**config.mk**
```make
export PLATFORM = sky130hd
export DESIGN_NAME = ldr_core
export DESIGN_NICKNAME = d
export VERILOG_FILES = /design/src/hdl/ldr_pkg.sv /design/src/hdl/ldr_core.sv /design/src/hdl/ldr_buf2.sv
export VERILOG_INCLUDE_DIRS = /design/src /design/src/hdl
export SDC_FILE = /design/constraint.sdc
export NUM_CORES = 1
export LEC_CHECK = 0
export BUFFER_PORTS_ARGS = -buffer_cell sky130_fd_sc_hd__buf_2
export CAP_MARGIN = 0
export CORE_MARGIN = 4
export CORE_UTILIZATION = 60
export CTS_CLUSTER_SIZE = 14
export DETAILED_ROUTE_END_ITERATION = 12
export PLACE_DENSITY = 0.78
export SYNTH_ARGS = -nofsm -noshare
export SYNTH_HDL_FRONTEND = slang
export SYNTH_SLANG_ARGS = --single-unit
```
**constraint.sdc**
```tcl
create_clock -name core_clk -period 9.8 [get_ports core_clk]
set_clock_uncertainty 0.15 [all_clocks]
set_input_delay 1.47 -clock core_clk [delete_from_list [all_inputs] [get_ports core_clk]]
set_output_delay 1.47 -clock core_clk [all_outputs]
set_load 0.005 [all_outputs]
```
**src/hdl/ldr_params.svh**
```systemverilog
`ifndef LDR_PARAMS_SVH
`define LDR_PARAMS_SVH

// display RAM geometry
`define LDR_RAM_WORDS      80
`define LDR_LAST_WORD      7'h4F
`define LDR_PTR_W          7
`define LDR_ROWS           4
`define LDR_ALT_ROW        2'h2

// control byte fields
`define LDR_CTRL_MORE_BIT  7
`define LDR_CTRL_RS_BIT    6

// command opcodes: mask and match
`define LDR_OP_PTR_BIT     7
`define LDR_OP_MODE_MASK   8'hF0
`define LDR_OP_MODE        8'hC0
`define LDR_OP_DEV_MASK    8'hF8
`define LDR_OP_DEV         8'hE0
`define LDR_OP_BANK_MASK   8'hFC
`define LDR_OP_BANK        8'hF8
`define LDR_OP_BLINK_MASK  8'hF8
`define LDR_OP_BLINK       8'hF0

// command field positions
`define LDR_MODE_EN_BIT    3
`define LDR_MODE_BIAS_BIT  2
`define LDR_BANK_IN_BIT    1
`define LDR_BANK_OUT_BIT   0
`define LDR_BLINK_SWAP_BIT 2

// reset values
`define LDR_RST_MODE       2'b00
`define LDR_RST_BLINK      2'b00

// timing: core clock and logic clock rates, blink ratios of f_clk
`define LDR_CORE_HZ        200000000
`define LDR_FCLK_HZ        1970
`define LDR_FCLK_DIV       (`LDR_CORE_HZ / `LDR_FCLK_HZ)
`define LDR_FRAME_TICKS    24
`define LDR_BLINK_RATIO1   768
`define LDR_BLINK_RATIO2   1536
`define LDR_BLINK_RATIO3   3072

`endif

```
**src/hdl/ldr_pkg.sv**
```systemverilog
package ldr_pkg;

   typedef enum logic [1:0] {
      LDR_MODE_QUAD = 2'b00,
      LDR_MODE_STAT = 2'b01,
      LDR_MODE_DUO  = 2'b10,
      LDR_MODE_TRI  = 2'b11
   } ldr_mode_t;

   // gray path: control byte -> body bytes -> bit-serial write
   typedef enum logic [1:0] {
      LDR_ST_CTRL  = 2'b00,
      LDR_ST_BODY  = 2'b01,
      LDR_ST_WRITE = 2'b11
   } ldr_state_t;

endpackage

```
**src/hdl/ldr_core.sv**
```systemverilog
//Contract
//- display bytes written bit by bit on arrival; commands wait for ack
//- static mode: eight bits into row 0 of eight words
//- two-backplane: bit pairs into rows 0,1 of four words
//- three-backplane: triples into rows 0-2 of three words
//- four-backplane: quadruples into rows 0-3 of two words
//- pointer loaded by command; bytes start at current pointer
//- pointer advances 8, 4, 3 or 2 per byte by mode
//- RAM written only when subaddress counter equals strapped subaddress
//- subaddress counter loaded by chip-choice command
//- on mismatch write suppressed, pointer still advances
//- subaddress counter increments when pointer passes last word
//- overflow inside a byte continues at word 0 of next device
//- shown row per phase: 0..3, 0..2, 0..1, or 0 by mode
//- static and two-backplane: row-group choice shows rows 2/3 instead of 0/1
//- static and two-backplane: input bank steers writes to rows 2/3, independent of display
//- whole-display blink off or f_clk divided by 768, 1536, 3072
//- static and two-backplane: swap banks at blink rate if chosen
//- display blanked while display-enable bit is 0
//- acknowledge driven only on its own pin; master may ignore it
//- drive-mode field: 01 static, 10 two, 11 three, 00 four
//- control byte bit 7 more-control flag, bit 6 command/data
`timescale 1ns/1ps
`include "ldr_params.svh"
module ldr_core
   import ldr_pkg::*;
#(
   parameter int FCLK_DIV = `LDR_FCLK_DIV,
   parameter int WORDS    = `LDR_RAM_WORDS
) (
   // clock and reset
   input  wire logic              core_clk,
   input  wire logic              resetn,
   // byte stream from the serial front end
   input  wire logic              in_valid,
   input  wire logic [7:0]        in_byte,
   input  wire logic              in_first,
   output logic                   in_ready,
   // acknowledge timing from the front end
   input  wire logic              ack_done,
   input  wire logic              ack_slot,
   // acknowledge pin, open drain
   output logic                   ack_output_pin,
   output logic                   ack_oe_n_r,
   // hardware subaddress straps
   input  wire logic              hw_subaddr_bit0,
   input  wire logic              hw_subaddr_bit1,
   input  wire logic              hw_subaddr_bit2,
   // towards the LCD output stages
   output logic [WORDS-1:0]       seg_data_r,
   output logic [1:0]             bp_phase_r,
   output logic                   blank_r,
   output logic                   bias_half_r,
   output ldr_pkg::ldr_mode_t     drive_mode_r
);
   import ldr_pkg::*;

   localparam int DIV_W = $clog2(FCLK_DIV + 1);

   // rows used per word in each drive mode
   function automatic logic [2:0] rows_of(input ldr_mode_t m);
      case (m)
         LDR_MODE_STAT: rows_of = 3'h1;
         LDR_MODE_DUO:  rows_of = 3'h2;
         LDR_MODE_TRI:  rows_of = 3'h3;
         default:       rows_of = 3'h4;
      endcase
   endfunction

   // f_clk ticks per backplane phase, a frame being fixed in ticks
   function automatic logic [4:0] phase_len(input ldr_mode_t m);
      phase_len = 5'(`LDR_FRAME_TICKS / int'(rows_of(m)));
   endfunction

   function automatic logic has_alt(input ldr_mode_t m);
      has_alt = (m == LDR_MODE_STAT) || (m == LDR_MODE_DUO);
   endfunction

   // buffer between front end and parser
   logic       b_valid;
   logic [8:0] b_data;
   logic       b_ready;

   ldr_buf2 #(.W(9)) u_buf (
      .core_clk  (core_clk),
      .resetn    (resetn),
      .in_valid  (in_valid),
      .in_data   ({in_first, in_byte}),
      .in_ready  (in_ready),
      .out_valid (b_valid),
      .out_data  (b_data),
      .out_ready (b_ready)
   );

   logic [3:0] ram [WORDS];

   // parser and configuration state
   ldr_state_t st_r;
   logic       more_r;
   logic       rs_data_r;
   logic       ack_seen_r;
   logic       disp_en_r;
   logic       in_bank_r;
   logic       out_bank_r;
   logic [1:0] blink_sel_r;
   logic       blink_swap_r;
   logic [`LDR_PTR_W-1:0] ptr_r;
   logic [2:0] sub_r;
   logic       ack_ok_r;

   // bit-serial writer
   logic [7:0] wr_sh_r;
   logic [2:0] wr_bit_r;
   logic [1:0] wr_row_r;

   // display timing
   logic [DIV_W-1:0] fdiv_r;
   logic             f_tick_r;
   logic [4:0]       ph_cnt_r;
   logic [11:0]      blink_cnt_r;
   logic             blink_r;

   logic [2:0] hw_sub;
   logic       sub_match;
   logic       is_first;
   logic [7:0] hb;
   logic       take_ctrl;
   logic       take_data;
   logic       take_cmd;
   logic       wr_busy;
   logic       wr_last;
   logic       row_wrap;
   logic       step_word;
   logic [1:0] wr_base;
   logic [1:0] wr_row_abs;
   logic [2:0] nrows;
   logic [11:0] blink_half;
   logic [1:0] show_row;
   logic       swap_now;
   logic [WORDS-1:0] seg_w;

   assign hw_sub    = {hw_subaddr_bit2, hw_subaddr_bit1, hw_subaddr_bit0};
   assign sub_match = (sub_r == hw_sub);
   assign is_first  = b_data[8];
   assign hb        = b_data[7:0];
   assign wr_busy   = (st_r == LDR_ST_WRITE);
   assign nrows     = rows_of(drive_mode_r);

   // a flagged first byte is always a control byte
   assign take_ctrl = b_valid & !wr_busy & (is_first | st_r == LDR_ST_CTRL);
   // data does not wait for the acknowledge, commands do
   assign take_data = b_valid & !wr_busy & !is_first
                      & (st_r == LDR_ST_BODY) & rs_data_r;
   assign take_cmd  = b_valid & !wr_busy & !is_first
                      & (st_r == LDR_ST_BODY) & !rs_data_r
                      & ack_seen_r;
   assign b_ready   = take_ctrl | take_data | take_cmd;

   // command acknowledge latch: set by the front end, cleared on push
   always_ff @(posedge core_clk or negedge resetn) begin
      if (!resetn) begin
         ack_seen_r <= 1'b0;
      end else if (ack_done) begin
         ack_seen_r <= 1'b1;
      end else if (in_valid & in_ready) begin
         ack_seen_r <= 1'b0;
      end
   end

   // parser state and control byte fields
   always_ff @(posedge core_clk or negedge resetn) begin
      if (!resetn) begin
         st_r      <= LDR_ST_CTRL;
         more_r    <= 1'b0;
         rs_data_r <= 1'b0;
      end else if (take_ctrl) begin
         more_r    <= hb[`LDR_CTRL_MORE_BIT];
         rs_data_r <= hb[`LDR_CTRL_RS_BIT];
         st_r      <= LDR_ST_BODY;
      end else if (take_data) begin
         st_r <= LDR_ST_WRITE;
      end else if (take_cmd) begin
         st_r <= more_r ? LDR_ST_CTRL : LDR_ST_BODY;
      end else if (wr_busy & wr_last) begin
         st_r <= more_r ? LDR_ST_CTRL : LDR_ST_BODY;
      end
   end

   // command decode, applied once the byte is acknowledged
   always_ff @(posedge core_clk or negedge resetn) begin
      if (!resetn) begin
         disp_en_r    <= 1'b0;
         bias_half_r  <= 1'b0;
         drive_mode_r <= ldr_mode_t'(`LDR_RST_MODE);
         in_bank_r    <= 1'b0;
         out_bank_r   <= 1'b0;
         blink_sel_r  <= `LDR_RST_BLINK;
         blink_swap_r <= 1'b0;
      end else if (take_cmd) begin
         if ((hb & `LDR_OP_MODE_MASK) == `LDR_OP_MODE) begin
            disp_en_r    <= hb[`LDR_MODE_EN_BIT];
            bias_half_r  <= hb[`LDR_MODE_BIAS_BIT];
            drive_mode_r <= ldr_mode_t'(hb[1:0]);
         end else if ((hb & `LDR_OP_BANK_MASK) == `LDR_OP_BANK) begin
            in_bank_r  <= hb[`LDR_BANK_IN_BIT];
            out_bank_r <= hb[`LDR_BANK_OUT_BIT];
         end else if ((hb & `LDR_OP_BLINK_MASK) == `LDR_OP_BLINK) begin
            blink_sel_r  <= hb[1:0];
            blink_swap_r <= hb[`LDR_BLINK_SWAP_BIT];
         end
      end
   end

   // writer stepping: one bit per cycle, MSB first
   assign wr_last   = (wr_bit_r == 3'h7);
   assign row_wrap  = ({1'b0, wr_row_r} + 3'h1) == nrows;
   // a partly filled word still counts as used at byte end
   assign step_word = row_wrap | (wr_last & (wr_row_r != 2'h0));
   assign wr_base   = (in_bank_r & has_alt(drive_mode_r))
                      ? `LDR_ALT_ROW : 2'h0;
   assign wr_row_abs = wr_base + wr_row_r;

   always_ff @(posedge core_clk or negedge resetn) begin
      if (!resetn) begin
         wr_sh_r  <= 8'h00;
         wr_bit_r <= 3'h0;
         wr_row_r <= 2'h0;
      end else if (take_data) begin
         wr_sh_r  <= hb;
         wr_bit_r <= 3'h0;
         wr_row_r <= 2'h0;
      end else if (wr_busy) begin
         wr_sh_r  <= {wr_sh_r[6:0], 1'b0};
         wr_bit_r <= wr_bit_r + 3'h1;
         wr_row_r <= row_wrap ? 2'h0 : wr_row_r + 2'h1;
      end
   end

   // pointer and subaddress counter
   always_ff @(posedge core_clk or negedge resetn) begin
      if (!resetn) begin
         ptr_r <= '0;
         sub_r <= 3'h0;
      end else if (take_cmd & !hb[`LDR_OP_PTR_BIT]) begin
         ptr_r <= hb[`LDR_PTR_W-1:0];
      end else if (take_cmd
                   & ((hb & `LDR_OP_DEV_MASK) == `LDR_OP_DEV)) begin
         sub_r <= hb[2:0];
      end else if (wr_busy & step_word) begin
         // advance whether or not the bit was stored
         if (ptr_r >= `LDR_LAST_WORD) begin
            ptr_r <= '0;
            sub_r <= sub_r + 3'h1;
         end else begin
            ptr_r <= ptr_r + 7'h01;
         end
      end
   end

   // RAM bit write, gated by the subaddress match
   always_ff @(posedge core_clk) begin
      if (wr_busy & sub_match & (ptr_r <= `LDR_LAST_WORD)) begin
         ram[ptr_r][wr_row_abs] <= wr_sh_r[7];
      end
   end

   // acknowledge pin: data bytes acked only by the matching device
   always_ff @(posedge core_clk or negedge resetn) begin
      if (!resetn) begin
         ack_ok_r <= 1'b0;
      end else if (take_ctrl | take_cmd) begin
         ack_ok_r <= 1'b1;
      end else if (take_data) begin
         ack_ok_r <= sub_match;
      end
   end

   always_ff @(posedge core_clk or negedge resetn) begin
      if (!resetn) begin
         ack_output_pin <= 1'b0;
         ack_oe_n_r     <= 1'b1;
      end else begin
         ack_output_pin <= 1'b0;
         ack_oe_n_r     <= ~(ack_slot & ack_ok_r);
      end
   end

   // logic clock enable from the core clock
   always_ff @(posedge core_clk or negedge resetn) begin
      if (!resetn) begin
         fdiv_r   <= '0;
         f_tick_r <= 1'b0;
      end else if (fdiv_r == DIV_W'(FCLK_DIV - 1)) begin
         fdiv_r   <= '0;
         f_tick_r <= 1'b1;
      end else begin
         fdiv_r   <= fdiv_r + DIV_W'(1);
         f_tick_r <= 1'b0;
      end
   end

   // multiplex phase sequencing
   always_ff @(posedge core_clk or negedge resetn) begin
      if (!resetn) begin
         ph_cnt_r   <= 5'h00;
         bp_phase_r <= 2'h0;
      end else if (f_tick_r) begin
         if (ph_cnt_r >= phase_len(drive_mode_r) - 5'h01) begin
            ph_cnt_r <= 5'h00;
            if ({1'b0, bp_phase_r} + 3'h1 >= nrows) begin
               bp_phase_r <= 2'h0;
            end else begin
               bp_phase_r <= bp_phase_r + 2'h1;
            end
         end else begin
            ph_cnt_r <= ph_cnt_r + 5'h01;
         end
      end
   end

   // blink divider: half of the ratio per on or off interval
   always_comb begin
      case (blink_sel_r)
         2'h1:    blink_half = 12'(`LDR_BLINK_RATIO1 / 2);
         2'h2:    blink_half = 12'(`LDR_BLINK_RATIO2 / 2);
         2'h3:    blink_half = 12'(`LDR_BLINK_RATIO3 / 2);
         default: blink_half = 12'h000;
      endcase
   end

   always_ff @(posedge core_clk or negedge resetn) begin
      if (!resetn) begin
         blink_cnt_r <= 12'h000;
         blink_r     <= 1'b0;
      end else if (blink_sel_r == 2'h0) begin
         blink_cnt_r <= 12'h000;
         blink_r     <= 1'b0;
      end else if (f_tick_r) begin
         if (blink_cnt_r >= blink_half - 12'h001) begin
            blink_cnt_r <= 12'h000;
            blink_r     <= ~blink_r;
         end else begin
            blink_cnt_r <= blink_cnt_r + 12'h001;
         end
      end
   end

   // displayed row: phase, plus bank choice and blink swap
   assign swap_now = blink_r & blink_swap_r & has_alt(drive_mode_r);
   assign show_row = ((out_bank_r ^ swap_now) & has_alt(drive_mode_r))
                     ? bp_phase_r + `LDR_ALT_ROW
                     : bp_phase_r;

   genvar gi;
   generate
      for (gi = 0; gi < WORDS; gi++) begin : g_col
         assign seg_w[gi] = ram[gi][show_row];
      end
   endgenerate

   always_ff @(posedge core_clk or negedge resetn) begin
      if (!resetn) begin
         seg_data_r <= '0;
         blank_r    <= 1'b1;
      end else if (f_tick_r) begin
         seg_data_r <= seg_w;
         blank_r    <= ~disp_en_r
                       | (blink_r & ~swap_now);
      end
   end
endmodule

```
**src/hdl/ldr_buf2.sv**
```systemverilog
`timescale 1ns/1ps
module ldr_buf2 #(
   parameter int W = 9
) (
   // clock and reset
   input  wire logic         core_clk,
   input  wire logic         resetn,
   // filling side
   input  wire logic         in_valid,
   input  wire logic [W-1:0] in_data,
   output logic              in_ready,
   // draining side
   output logic              out_valid,
   output logic [W-1:0]      out_data,
   input  wire logic         out_ready
);
   localparam int DEPTH = 2;

   logic [W-1:0] mem [DEPTH];
   logic         wr_idx_r;
   logic         rd_idx_r;
   logic [1:0]   cnt_r;
   logic [1:0]   cnt_nxt;
   logic         push;
   logic         pop;

   assign push      = in_valid & in_ready;
   assign pop       = out_valid & out_ready;
   assign out_valid = (cnt_r != 2'h0);
   assign out_data  = mem[rd_idx_r];

   always_comb begin
      cnt_nxt = cnt_r;
      if (push & ~pop) begin
         cnt_nxt = cnt_r + 2'h1;
      end else if (pop & ~push) begin
         cnt_nxt = cnt_r - 2'h1;
      end
   end

   always_ff @(posedge core_clk or negedge resetn) begin
      if (!resetn) begin
         cnt_r    <= 2'h0;
         in_ready <= 1'b0;
         wr_idx_r <= 1'b0;
         rd_idx_r <= 1'b0;
      end else begin
         cnt_r    <= cnt_nxt;
         in_ready <= (cnt_nxt != 2'h2);
         if (push) begin
            wr_idx_r <= ~wr_idx_r;
         end
         if (pop) begin
            rd_idx_r <= ~rd_idx_r;
         end
      end
   end

   always_ff @(posedge core_clk) begin
      if (push) begin
         mem[wr_idx_r] <= in_data;
      end
   end
endmodule

```
==> run summary <==
Status - finished clean
Setup crit end kind - flop
Unrepaired setup endpoints after global routing - false
M1 WL - 19.0 mm
CTS tree - done
Syn_nets - 1590
Met3 wire length - 3.75 mm
First-pass GRT wire length - 74.3 mm
DIE WIDTH - 198 um
CTS root buf - clkbuf_16
H-Tree Depth - 2
Seq/Total Area, Yosys - 65.7%
Pin count of the biggest net entering global routing - 122
Sw frac - 28.3%
Power per cell area - 225 nW/um^2
Via count - 13000
Synth-to-Final Area Change - 11.9%
Clock Tree Buf Depth - 3
Post-Layout Cell Count - 2113
Maximum fanout along the worst path - 44
Yosys top cell area share - 46.8%
Combinational power share - 14.4%
Yosys warnings - 0
Startpoint class of the critical path - input port
Initial antenna violation count - 2
Post-CTS setup buffer count - 0
FF+latch count, synth - 501
Post_cts resized - 0
Fin crit period - 3.68 ns
Area of the multi-input gates - 6990 um^2
FF+latch area - 14200 um^2
Die Span Y - 198 um
Pleak - 8.90 nW
Post-synth EDFFs - 338
Syn Area/Cell - 14.1 um^2
Peak VDD IR - 0.178 mV
Die ar. - 39200 um^2
Drt total wl - 47.2 mm
Mapped cell area - 21700 um^2
Number of fill cells - 2408
Sum Neg Setup Slack - 0 ns
Int Pwr - 3.92 mW
Total CTS buffers - 50
Fin crit share - 37.5%
Tot GR Track Use - 24.4%
Antenna-violating nets left - 0
I/O pins - 106
Final HPWL DP - 28.6 mm
GPL Wtd Cong - 0.822
Placed cell areas - 22500 um^2
Setup violators final - 0
Post-place setup slack - 5.58 ns
Initial Utilization - 60.9%
Share of cells above drive strength 1 - 24.2%
Worst Hold Class - reg -> reg
Headroom to the max-slew limit - 18.4%
Achievable Freq - 0.272 GHz
Non-Filler Cell Area, Final - 24200 um^2
Number of core rows - 69
Commonest cells post-synth - 338 x edfxtp_1, 324 x nor2_1, 161 x dfrtp_1
Yosys cell types - 73
Hold buffer count at CTS - 0
Most common cell in the netlist - edfxtp_1
Worst-Skew Late Latency - 0.59 ns
DR pass1 iterations - 5
Grt ovf - 0
Antenna cell count - 0
Final #Nets - 1665
Post-synth top area cell - edfxtp_1
Psw - 1.54 mW
Vias/cell - 6.17
Clk sinks - 501
Core area - 35600 um^2
Data required time of the worst path - 9.92 ns
Post-synthesis async set-or-reset flop share - 32.5%
Syn Inst Count - 1535
Dpl cells - 2019
Top sig layer - met5
Port bufs - 104
Worst-Margin Slew - 1.22 ns
Final Hold Vio Count - 0
Synth Flop Type - edfxtp_1
Met2 routed WL - 22.9 mm
Top post-synthesis cells by area - edfxtp_1 47%, dfrtp_1 19%, mux4_2 8.3%
DR WL/cell - 22.4 um
Max Slew Vio Count - 0
Drt first-iter violations - 1421
Clock share of power - 36.3%
CP Data Arrival Time - 3.80 ns
Tot Pwr - 5.46 mW
DRC - 0
Vias in the first global route - 13100
WS Path Type - in -> reg
Sequential Power Share - 49.2%
Worst setup margin - 6.12 ns
Max Cap Viol - 0
Worst-path clk slew - 0.06 ns
[worst max-delay path, stage by stage]
cell	delay, ns
buf_2	0.10
xnor2_1	0.22
nand4_2	0.36
a2111o_1	0.51
buf_4	0.29
nand2b_1	0.53
nor2_1	0.28
[stage by stage]
| step | utilization (%) | hold slack [ns] |
|---|---|---|
| CTS | 68.2 | 0.256 |
| global route | 68.2 | 0.286 |
| finish | 68.2 | 0.251 |
| floorplan | - | 0.221 |
| detailed placement | 63.3 | 0.246 |
| global placement | 63.3 | 0.243 |
[path summary, 6_finish.rpt]
kind                                   to  cells past startpoint       startpoint  slack [ns]
setup / recovery               ram[65][1]                      7  hw_subaddr_bit1        6.12
setup reg to reg               ram[65][1]                      6          st_r[0]        6.19
min in group asynchronous  u_buf.in_ready                      1           resetn        0.79
hold / removal                 ack_oe_n_r                      1         ack_ok_r        0.25
hold reg to reg                ack_oe_n_r                      1         ack_ok_r        0.25
max in group asynchronous      wr_sh_r[7]                      2           resetn        7.13
[sequential cells by signal, summed over array words and instances, names as in the netlist, 2 cells and up]
name	cells
wr_bit_r	3
ptr_r	7
blink_cnt_r	12
st_r	2
wr_sh_r	8
u_buf.cnt_r	2
blink_sel_r	2
sub_r	3
bp_phase_r	2
seg_data_r	80
ph_cnt_r	5
ram	320
u_buf.mem	18
wr_row_r	2
drive_mode_r	2
fdiv_r	17
[layer usage]
| metal | up-vias | track usage, % |
|---|---|---|
| met5 | - | 0 |
| met4 | 2 | 7.65 |
| met3 | 100 | 4.56 |
| met2 | 571 | 38.9 |
| met1 | 6578 | 35.0 |
| li1 | 5790 | - |
[placed cells by master, fill, tap and decap left out, types with 15 or more instances in the layout]
cell | synthesis | routed
a21oi_1 | 19 | 19
buf_2 | 14 | 103
clkbuf_16 | 0 | 54
dfrtp_1 | 161 | 158
edfxtp_1 | 338 | 338
ha_1 | 38 | 38
inv_1 | 25 | 25
mux2_2 | 89 | 89
mux4_2 | 80 | 80
nand2_1 | 49 | 49
nand2_2 | 15 | 15
nand3_1 | 44 | 44
nor2_1 | 324 | 324
nor3_1 | 59 | 59
o21ai_0 | 20 | 20
xnor2_1 | 23 | 22
[final cells by class]
type	count	area share [%]
clock inverter	25	1.17
sequential	501	58.8
timing repair buffer	113	2.45
inverter	25	0.387
tap	461	2.38
multi-input combinational	919	28.8
clock buffer	69	6.01
[kinds of logic (layout without fill, tap and decap cells)]
kind of cell               count (synthesis)  after routing  synth area share [%]
and+or+nand+nor                          562            562                  11.6
DFF                                      501            501                  65.7
muxes                                    182            182                  13.5
buffers and inverters                    115            232                  2.10
AOI/OAI and AO/OA                         99             99                  3.40
adders and majority gates                 40             40                  2.29
xor gates and xnor gates                  35             35                  1.41
other                                      1              1                0.0173
[power groups by stage]
stage	Combinational, mW	Sequential (mW)	Clock (mW)
detailed placement	0.776	2.73	0
finish	0.789	2.69	1.99
CTS	0.784	2.69	2.01
global placement	0.752	2.72	0
floorplan	0.561	2.75	0
global route	0.874	2.71	2.10
Note: power is estimated with default switching activity, not from simulation.
